**config.mk**
```make
export PLATFORM = sky130hd
export DESIGN_NAME = trim_cal_ctrl
export DESIGN_NICKNAME = d
export VERILOG_FILES = /design/src/pkg/trim_cal_pkg.sv /design/src/settle_timer.sv /design/src/trim_cal_ctrl.sv
export SDC_FILE = /design/constraint.sdc
export NUM_CORES = 1
export LEC_CHECK = 0
export BUFFER_PORTS_ARGS = -buffer_cell sky130_fd_sc_hd__buf_2
export CORE_MARGIN = 5
export CORE_UTILIZATION = 63
export CTS_CLUSTER_SIZE = 10
export DETAILED_ROUTE_END_ITERATION = 10
export PLACE_DENSITY = 0.86
export RECOVER_POWER = 25
export SLEW_MARGIN = 20
export SYNTH_ARGS = -nofsm -noshare
export SYNTH_HDL_FRONTEND = slang
export SYNTH_SLANG_ARGS = --single-unit
```
**constraint.sdc**
```tcl
create_clock -name ref_clk -period 7.6 [get_ports ref_clk]
set_input_delay 0 -clock ref_clk [delete_from_list [all_inputs] [get_ports ref_clk]]
set_output_delay 0 -clock ref_clk [all_outputs]
set_load 0.03 [all_outputs]
```
**src/pkg/trim_cal_pkg.sv**
```systemverilog
// Constants shared by the offset trim calibration controller
package trim_cal_pkg;
  // ----------------------------------------------------------------
  // Trim widths and reset values
  // ----------------------------------------------------------------
  localparam int AMP_TRIM_W = 6;
  localparam int CMP_TRIM_W = 5;
  localparam int NUM_AMPS = 2;
  localparam logic [5:0] AMP_TRIM_RST = 6'h20;
  localparam logic [4:0] CMP_TRIM_RST = 5'h10;
  // ----------------------------------------------------------------
  // Settling time after each trim write
  // ----------------------------------------------------------------
  localparam int SETTLE_NS = 1000;
  localparam int CLK_PERIOD_NS = 5;
  localparam int SETTLE_CYC = (SETTLE_NS + CLK_PERIOD_NS - 1) / CLK_PERIOD_NS;
  // ----------------------------------------------------------------
  // Controller register offsets and fields
  // ----------------------------------------------------------------
  localparam logic [3:0] CTRL_OFS = 4'h0;
  localparam logic [3:0] STAT_OFS = 4'h1;
  localparam logic [3:0] RES_OFS = 4'h2;
  localparam logic [3:0] TRIM_OFS = 4'h3;
  localparam int CTRL_START_BIT = 0;
  localparam int CTRL_TGT_LSB = 1;
  localparam int STAT_BUSY_BIT = 0;
  localparam int STAT_DONE_BIT = 1;
  localparam int STAT_EDGE_LO_BIT = 2;
  localparam int STAT_EDGE_HI_BIT = 3;
  localparam logic [1:0] TGT_CMP = 2'h2;
  // Sequencer states, Gray coded in listed order, ST_SETTLE aside
  typedef enum logic [3:0] {
    ST_IDLE = 4'h0,
    ST_MODE = 4'h1,
    ST_REF = 4'h3,
    ST_ZERO = 4'h2,
    ST_UP = 4'h6,
    ST_ONES = 4'h7,
    ST_DOWN = 4'h5,
    ST_FINISH = 4'h4,
    ST_SETTLE = 4'hC
  } cal_state_e;
endpackage

```
**src/settle_timer.sv**
```systemverilog
// Settling delay counter for trim writes
`timescale 1ns/1ps
module settle_timer #(
  parameter int CYCLES = 200
) (
  input wire logic ref_clk,
  input wire logic resetn,
  input wire logic start,
  output logic done
);
  // ----------------------------------------------------------------
  // Down counter
  // ----------------------------------------------------------------
  localparam int CW = $clog2(CYCLES + 1);
  logic [CW-1:0] cnt_q; // Remaining cycles
  logic [CW-1:0] cnt_d;
  logic done_q; // Expiry pulse
  logic done_d;
  // Refuse a count that would never expire
  if (CYCLES < 1) begin : g_bad_cycles
    $error("settle_timer needs CYCLES >= 1");
  end
  // Next count
  always_comb begin
    cnt_d = cnt_q;
    done_d = 1'b0;
    if (start) begin
      cnt_d = CW'(CYCLES);
    end else if (cnt_q != '0) begin
      cnt_d = cnt_q - 1'b1;
      done_d = (cnt_q == CW'(1));
    end
  end
  // Registers
  always_ff @(posedge ref_clk) begin
    if (!resetn) begin
      cnt_q <= '0;
      done_q <= 1'b0;
    end else begin
      cnt_q <= cnt_d;
      done_q <= done_d;
    end
  end
  assign done = done_q;
endmodule // settle_timer

```
**src/trim_cal_ctrl.sv**
```systemverilog
// Offset trim calibration controller for amplifiers and comparator
// Function
// - Set calibration mode before reference select
// - Pin sharing set for amplifier inputs first
// - Amplifier: mode 1, reference select 1
// - Amplifier trim zero, sample start state
// - Step up until output flips, record
// - Amplifier trim all ones, resample state
// - Step down until output flips, record
// - Amplifier trim gets truncated crossing average
// - Comparator: mode 1, reference select 1
// - Comparator trim zero, sample start state
// - Comparator step up until flip, record
// - Comparator trim all ones, resample
// - Comparator step down until flip, record
// - Comparator trim gets truncated average
`timescale 1ns/1ps
module trim_cal_ctrl #(
  parameter int SETTLE_CYCLES = trim_cal_pkg::SETTLE_CYC
) (
  input wire logic ref_clk,
  input wire logic resetn,
  input wire logic [3:0] addr,
  input wire logic [7:0] wdata,
  input wire logic wr,
  input wire logic rd,
  output logic [7:0] rdata,
  output logic [trim_cal_pkg::NUM_AMPS-1:0] amp_cal_mode_sel,
  output logic [trim_cal_pkg::NUM_AMPS-1:0] amp_cal_ref_sel,
  output logic [trim_cal_pkg::AMP_TRIM_W-1:0] amp_offset_trim0,
  output logic [trim_cal_pkg::AMP_TRIM_W-1:0] amp_offset_trim1,
  input wire logic [trim_cal_pkg::NUM_AMPS-1:0] amp_cal_output,
  output logic amp_pin_func_sel,
  output logic cmp_cal_mode_sel,
  output logic cmp_cal_ref_sel,
  output logic [trim_cal_pkg::CMP_TRIM_W-1:0] cmp_offset_trim,
  input wire logic cmp_output_bit
);
  import trim_cal_pkg::*;

  // Refuse a settling count that the timer cannot serve
  if (SETTLE_CYCLES < 1) begin : g_bad_settle
    $error("SETTLE_CYCLES must be at least 1");
  end

  // ----------------------------------------------------------------
  // Declarations
  // ----------------------------------------------------------------
  cal_state_e state_q, state_d; // Sequencer state
  cal_state_e after_q, after_d; // State after settling
  logic [1:0] tgt_q, tgt_d; // 0/1 amplifier, 2 comparator
  logic [5:0] code_q, code_d; // Working trim code
  logic [5:0] lo_q, lo_d; // Lower crossing
  logic [5:0] hi_q, hi_d; // Upper crossing
  logic ref_bit_q, ref_bit_d; // Output state before step
  logic done_q, done_d; // Result available
  logic lo_end_q, lo_end_d; // Up sweep hit range end
  logic hi_end_q, hi_end_d; // Down sweep hit range end
  logic mode_q, mode_d; // Mode select drive
  logic rsel_q, rsel_d; // Reference select drive
  logic pin_q, pin_d; // Pin function drive
  logic [5:0] trim_q [NUM_AMPS+1]; // Trim held per stage
  logic [5:0] trim_d [NUM_AMPS+1];
  logic [7:0] rdata_q, rdata_d; // Read data register
  logic settle_go; // Kick settle timer
  logic settle_done; // Settle expired
  logic start_req; // Start command write
  logic cur_bit; // Sampled output of target
  logic [5:0] top_code; // Full scale of target
  logic [6:0] sum; // Crossing sum

  // ----------------------------------------------------------------
  // Output sampling
  // ----------------------------------------------------------------
  // Comparator bit only read, never driven
  assign cur_bit = (tgt_q == TGT_CMP) ? cmp_output_bit
                                      : amp_cal_output[tgt_q[0]];
  assign top_code = (tgt_q == TGT_CMP) ? 6'h1F : 6'h3F;
  assign sum = {1'b0, lo_q} + {1'b0, hi_q};
  assign start_req = wr && (addr == CTRL_OFS) && wdata[CTRL_START_BIT]
                     && (state_q == ST_IDLE)
                     && (wdata[CTRL_TGT_LSB+:2] != 2'h3);

  // ----------------------------------------------------------------
  // Sequencer next state
  // ----------------------------------------------------------------
  always_comb begin
    state_d = state_q;
    after_d = after_q;
    tgt_d = tgt_q;
    code_d = code_q;
    lo_d = lo_q;
    hi_d = hi_q;
    ref_bit_d = ref_bit_q;
    done_d = done_q;
    lo_end_d = lo_end_q;
    hi_end_d = hi_end_q;
    mode_d = mode_q;
    rsel_d = rsel_q;
    pin_d = pin_q;
    settle_go = 1'b0;
    for (int i = 0; i < NUM_AMPS + 1; i++) begin
      trim_d[i] = trim_q[i];
    end
    case (state_q)
      ST_IDLE: begin
        // Accept a new run
        if (start_req) begin
          tgt_d = wdata[CTRL_TGT_LSB+:2];
          done_d = 1'b0;
          lo_end_d = 1'b0;
          hi_end_d = 1'b0;
          // Amplifier inputs switched to analog function first
          pin_d = (wdata[CTRL_TGT_LSB+:2] != TGT_CMP) || pin_q;
          state_d = ST_MODE;
        end
      end
      ST_MODE: begin
        // Mode bit raised alone
        mode_d = 1'b1;
        state_d = ST_REF;
      end
      ST_REF: begin
        // Reference selected only after mode
        rsel_d = 1'b1;
        state_d = ST_ZERO;
      end
      ST_ZERO: begin
        // Start of up sweep from zero
        code_d = 6'h00;
        trim_d[tgt_q] = 6'h00;
        settle_go = 1'b1;
        after_d = ST_UP;
        state_d = ST_SETTLE;
      end
      ST_SETTLE: begin
        // Wait before sampling
        if (settle_done) begin
          state_d = after_q;
          if (after_q == ST_UP && code_q == 6'h00) begin
            ref_bit_d = cur_bit;
            state_d = ST_UP;
            after_d = ST_IDLE;
          end
        end
      end
      ST_UP: begin
        // Evaluate sample after a step, or take first step
        if (after_q == ST_UP && cur_bit != ref_bit_q) begin
          lo_d = code_q;
          state_d = ST_ONES;
        end else if (after_q == ST_UP && code_q == top_code) begin
          lo_d = code_q;
          lo_end_d = 1'b1;
          state_d = ST_ONES;
        end else begin
          code_d = code_q + 6'h01;
          trim_d[tgt_q] = code_q + 6'h01;
          settle_go = 1'b1;
          after_d = ST_UP;
          state_d = ST_SETTLE;
        end
      end
      ST_ONES: begin
        // Start of down sweep from full scale
        code_d = top_code;
        trim_d[tgt_q] = top_code;
        settle_go = 1'b1;
        after_d = ST_ONES;
        state_d = ST_SETTLE;
        if (after_q == ST_ONES) begin
          ref_bit_d = cur_bit;
          after_d = ST_IDLE;
          state_d = ST_DOWN;
          settle_go = 1'b0;
          code_d = code_q;
          trim_d[tgt_q] = trim_q[tgt_q];
        end
      end
      ST_DOWN: begin
        // Evaluate sample after a step, or take first step
        if (after_q == ST_DOWN && cur_bit != ref_bit_q) begin
          hi_d = code_q;
          state_d = ST_FINISH;
        end else if (after_q == ST_DOWN && code_q == 6'h00) begin
          hi_d = code_q;
          hi_end_d = 1'b1;
          state_d = ST_FINISH;
        end else begin
          code_d = code_q - 6'h01;
          trim_d[tgt_q] = code_q - 6'h01;
          settle_go = 1'b1;
          after_d = ST_DOWN;
          state_d = ST_SETTLE;
        end
      end
      ST_FINISH: begin
        // Truncated average restored, calibration mode left
        trim_d[tgt_q] = sum[6:1];
        mode_d = 1'b0;
        rsel_d = 1'b0;
        done_d = 1'b1;
        after_d = ST_IDLE;
        state_d = ST_IDLE;
      end
      default: begin
        state_d = ST_IDLE;
        after_d = ST_IDLE;
      end
    endcase
  end

  // ----------------------------------------------------------------
  // Settling timer
  // ----------------------------------------------------------------
  settle_timer #(
    .CYCLES(SETTLE_CYCLES)
  ) u_settle (
    .ref_clk(ref_clk),
    .resetn(resetn),
    .start(settle_go),
    .done(settle_done)
  );

  // ----------------------------------------------------------------
  // Register read port
  // ----------------------------------------------------------------
  always_comb begin
    rdata_d = 8'h00;
    if (rd) begin
      case (addr)
        CTRL_OFS: rdata_d = {5'h00, tgt_q, 1'b0};
        STAT_OFS: rdata_d = {4'h0, hi_end_q, lo_end_q, done_q,
                             (state_q != ST_IDLE)};
        RES_OFS: rdata_d = {2'h0, sum[6:1]};
        TRIM_OFS: rdata_d = {2'h0, trim_q[tgt_q]};
        default: rdata_d = 8'h00;
      endcase
    end
  end

  // ----------------------------------------------------------------
  // State registers
  // ----------------------------------------------------------------
  always_ff @(posedge ref_clk) begin
    if (!resetn) begin
      state_q <= ST_IDLE;
      after_q <= ST_IDLE;
      tgt_q <= 2'h0;
      code_q <= 6'h00;
      lo_q <= 6'h00;
      hi_q <= 6'h00;
      ref_bit_q <= 1'b0;
      done_q <= 1'b0;
      lo_end_q <= 1'b0;
      hi_end_q <= 1'b0;
      mode_q <= 1'b0;
      rsel_q <= 1'b0;
      pin_q <= 1'b0;
      rdata_q <= 8'h00;
      trim_q[0] <= AMP_TRIM_RST;
      trim_q[1] <= AMP_TRIM_RST;
      trim_q[2] <= {1'b0, CMP_TRIM_RST};
    end else begin
      state_q <= state_d;
      after_q <= after_d;
      tgt_q <= tgt_d;
      code_q <= code_d;
      lo_q <= lo_d;
      hi_q <= hi_d;
      ref_bit_q <= ref_bit_d;
      done_q <= done_d;
      lo_end_q <= lo_end_d;
      hi_end_q <= hi_end_d;
      mode_q <= mode_d;
      rsel_q <= rsel_d;
      pin_q <= pin_d;
      rdata_q <= rdata_d;
      for (int i = 0; i < NUM_AMPS + 1; i++) begin
        trim_q[i] <= trim_d[i];
      end
    end
  end

  // ----------------------------------------------------------------
  // Pin drive
  // ----------------------------------------------------------------
  genvar g;
  generate
    for (g = 0; g < NUM_AMPS; g++) begin : g_amp
      assign amp_cal_mode_sel[g] = mode_q && (tgt_q == 2'(g));
      assign amp_cal_ref_sel[g] = rsel_q && (tgt_q == 2'(g));
    end
  endgenerate
  assign amp_offset_trim0 = trim_q[0];
  assign amp_offset_trim1 = trim_q[1];
  assign cmp_offset_trim = trim_q[2][4:0];
  assign cmp_cal_mode_sel = mode_q && (tgt_q == TGT_CMP);
  assign cmp_cal_ref_sel = rsel_q && (tgt_q == TGT_CMP);
  assign amp_pin_func_sel = pin_q;
  assign rdata = rdata_q;
endmodule // trim_cal_ctrl

```
==> results.sh <==
export IMPL_synth_compound_area_share_pct=22.0
export IMPL_required_ns=7.81
export IMPL_dp_hpwl_mm=8.03
export IMPL_period_share_pct=41.1
export IMPL_nFillCells=525
export IMPL_cts_max_level=3
export IMPL_grt_max_degree=29
export IMPL_cts_buffers=9
export IMPL_nets=566
export IMPL_timing_rr_start="state_q[1]"
export IMPL_dpl_instance_area_um2=4230
export IMPL_design_area_um2=4490
export IMPL_synth_common_cells="nor2_1 (70), dfxtp_1 (69), nand2_1 (42), a21oi_1 (40)"
export IMPL_die_x_um=90.8
export IMPL_clkTransAtPathRegs_ns=0.08
export IMPL_finalHoldViolCount=0
export IMPL_hp_class="in -> reg"
export IMPL_die_h_um=90.8
export IMPL_drv_slew=0
export IMPL_drt_initial_drc_count=621
export IMPL_cts_resized=0
export IMPL_met3_length_mm=1.17
export IMPL_synthTopCellsByArea="dfxtp_1 (34%), nor2_1 (6.4%), mux2i_1 (5.8%), a21oi_1 (4.9%), nand2_1 (3.8%)"
export IMPL_clockBufferDepth=2
export IMPL_fin_crit_ns=3.12
export IMPL_grt_remaining_overflow=0
export IMPL_routabilityCongestion=0.983
export IMPL_cp_arrival_ns=3.33
export IMPL_met2_wirelength_mm=5.31
export IMPL_syn_area_um2=4120
export IMPL_grt_pass1_wl_mm=18.1
export IMPL_post_cts_buffers=0
export IMPL_ir_worst_vdd_uv=222
export IMPL_cpPeakStageDelay_ns=0.92
export IMPL_avgSynthCellArea_um2=7.99
export IMPL_diodes=0
export IMPL_route_vias_total=4020
export IMPL_ys_flop_type="dfxtp_1"
export IMPL_rsz0062_at_grt="false"
export IMPL_fmax_mhz=320
export IMPL_pre_cts_slack_ns=4.66
export IMPL_hold_slack_ns=0.0175
export IMPL_grt_usage_pct=27.1
export IMPL_dr_max_layer_used="met4"
export IMPL_max_cap_violations=0
export IMPL_yosysWarnings=0
export IMPL_synth_most_common_cell="nor2_1"
export IMPL_p_leak_nw=1.63
export IMPL_synth_top_area_cell="dfxtp_1"
export IMPL_status="completed"
export IMPL_post_route_drc_count=0
export IMPL_crit_fanout=28
export IMPL_grt_pass1_vias=3733
export IMPL_startpoint="state_q[1]"
export IMPL_ctsHoldBuffers=6
export IMPL_syn_inst=515
export IMPL_clk_latency_ns=0.35
export IMPL_cts_tree="built"
export IMPL_drive_above_1_share_pct=8.69
export IMPL_coreArea_um2=6350
export IMPL_tns_ns=0
export IMPL_min_from="addr[2]"
export IMPL_r2r_slack_ns=4.48
export IMPL_synth_xor_xnor_area_share_pct=2.31
export IMPL_maxSlewHeadroom_pct=32.6
export IMPL_cts_root_buf="clkbuf_8"
export IMPL_fin_worst_skew_ns=0.0120
export IMPL_start_kind="flop"
export IMPL_r2r_cells=5
export IMPL_synthSimpleGateAreaFrac_pct=24.5
export IMPL_critPathSlowestCell="dfxtp_1"
export IMPL_firstDrtPassIters=5
export IMPL_vias_per_cell=6.50
export IMPL_drt_wl_total_mm=11.3
export IMPL_row_count=29
export IMPL_holdPathStages=4
export IMPL_synth_cell_types=71
export IMPL_power_density_nw_per_um2=191
export IMPL_yosysSeqAreaShare_pct=33.6
export IMPL_cts_sinks=69
export IMPL_worst_pin_slew_ns=0.996
export IMPL_ant_nets=0
export IMPL_ys_seq_elements=69
export IMPL_antenna_found_initial=0
export IMPL_port_buffers=43
export IMPL_ios=51
export IMPL_wl_per_cell_um=18.3
export IMPL_synth_top_family_by_area="simple AND/OR/NAND/NOR gates"
export IMPL_rr_endpoint="trim_q[0][4]"
export IMPL_cp_endpoint="trim_q[0][4]"
export IMPL_finalSetupViolations=0
export IMPL_die_area_um2=8250
export IMPL_met1_length_mm=4.46
export IMPL_synth_edff_count=0
export IMPL_start_util_pct=64.8
export IMPL_netlist_area_leader_share_pct=33.6
export IMPL_yosys_area_share_adder_pct=3.53
export IMPL_async_flop_share_pct=0
export IMPL_total_power_mw=0.859
export IMPL_muxShareOfSynthArea_pct=7.57
export IMPL_timing_final_ws_setup_ns=4.48
export IMPL_end_kind="flop"
export IMPL_cp_cell_sequence="nand4bb_1 -> nor3_2 -> nand2_1 -> a32oi_1 -> nor2_1"
export IMPL_syn2layout_area_growth_pct=9.03
export IMPL_path_class="reg -> reg"
where the power goes:
group | switching (mW) | internal, mW
Combinational | 0.0734 | 0.0540
Clock | 0.145 | 0.193
Sequential | 0.0156 | 0.378
Total | 0.234 | 0.625
flip-flops by register name (all words and copies together), names as in the netlist, 2 cells and up, named ones only:
name,cells
after_q,3
code_q,6
hi_q,6
lo_q,6
rdata,6
state_q,4
tgt_q,2
trim_q,18
u_settle.cnt_q,8
stage by stage:
| stage | cells | util, % |
|---|---|---|
| 2_1_floorplan | 516 | - |
| 3_5_place_dp | 596 | 66.7 |
| 4_1_cts | 618 | 71.1 |
| 5_1_grt | 618 | 70.7 |
| 6_report | 618 | 70.7 |
| 3_3_place_gp | 596 | 66.7 |
layer usage:
layer	track usage, %	up-vias
met4	12.3	0
met2	44.0	225
met3	6.92	46
met1	33.5	1857
met5	0	-
li1	-	1892
cell usage in the layout (no fill, tap or decap), drive strengths merged, types with 4 or more instances in the layout:
cell         count
o31ai            6
dfxtp           69
buf             20
inv             15
nor3b            4
nor2b           11
nand2b           5
dlygate4sd3      6
nor2            70
nand2           42
o211ai           5
ha              10
o21a             5
mux2i           24
xor2             4
and3             4
clkbuf          34
a211oi           7
nand3           13
o21ai           24
o22ai            4
a21oi           40
nor3            23
a311oi           4
mux2             4
and2             8
xnor2            6
how the worst min path moves through the flow:
stage	end	slack, ns
2_1_floorplan	rdata[4]	0.17
5_1_grt	rdata[2]	0.04
4_1_cts	rdata[2]	0.02
3_5_place_dp	rdata[1]	0.31
3_3_place_gp	rdata[1]	0.31
6_report	rdata[2]	0.02
layout make-up:
type / instances / area [um^2] / area share [%]
Clock buffer: 10 / 138 / 3.07
Clock inverter: 6 / 86.3 / 1.92
Inverter: 15 / 56.3 / 1.25
Multi-Input combinational cell: 391 / 2480 / 55.2
Sequential cell: 69 / 1380 / 30.8
Tap cell: 77 / 96.3 / 2.15
Timing Repair Buffer: 50 / 253 / 5.63
worst max-delay path: cells and delay by family (launching register included):
family,cells,cell delay (ns)
flops,1,0.92
simple gates,4,1.71
compound gates,1,0.34
kinds of logic after synthesis:
logic type	count (synthesis)
AO/OA/AOI/OAI	134
AND/OR/NAND/NOR	205
other	1
buffers and inverters	56
XOR/XNOR	10
adder cells (fa/ha/maj)	11
multiplexers	29
flip-flops	69
No activity file was read; power rests on OpenSTA's default activity.
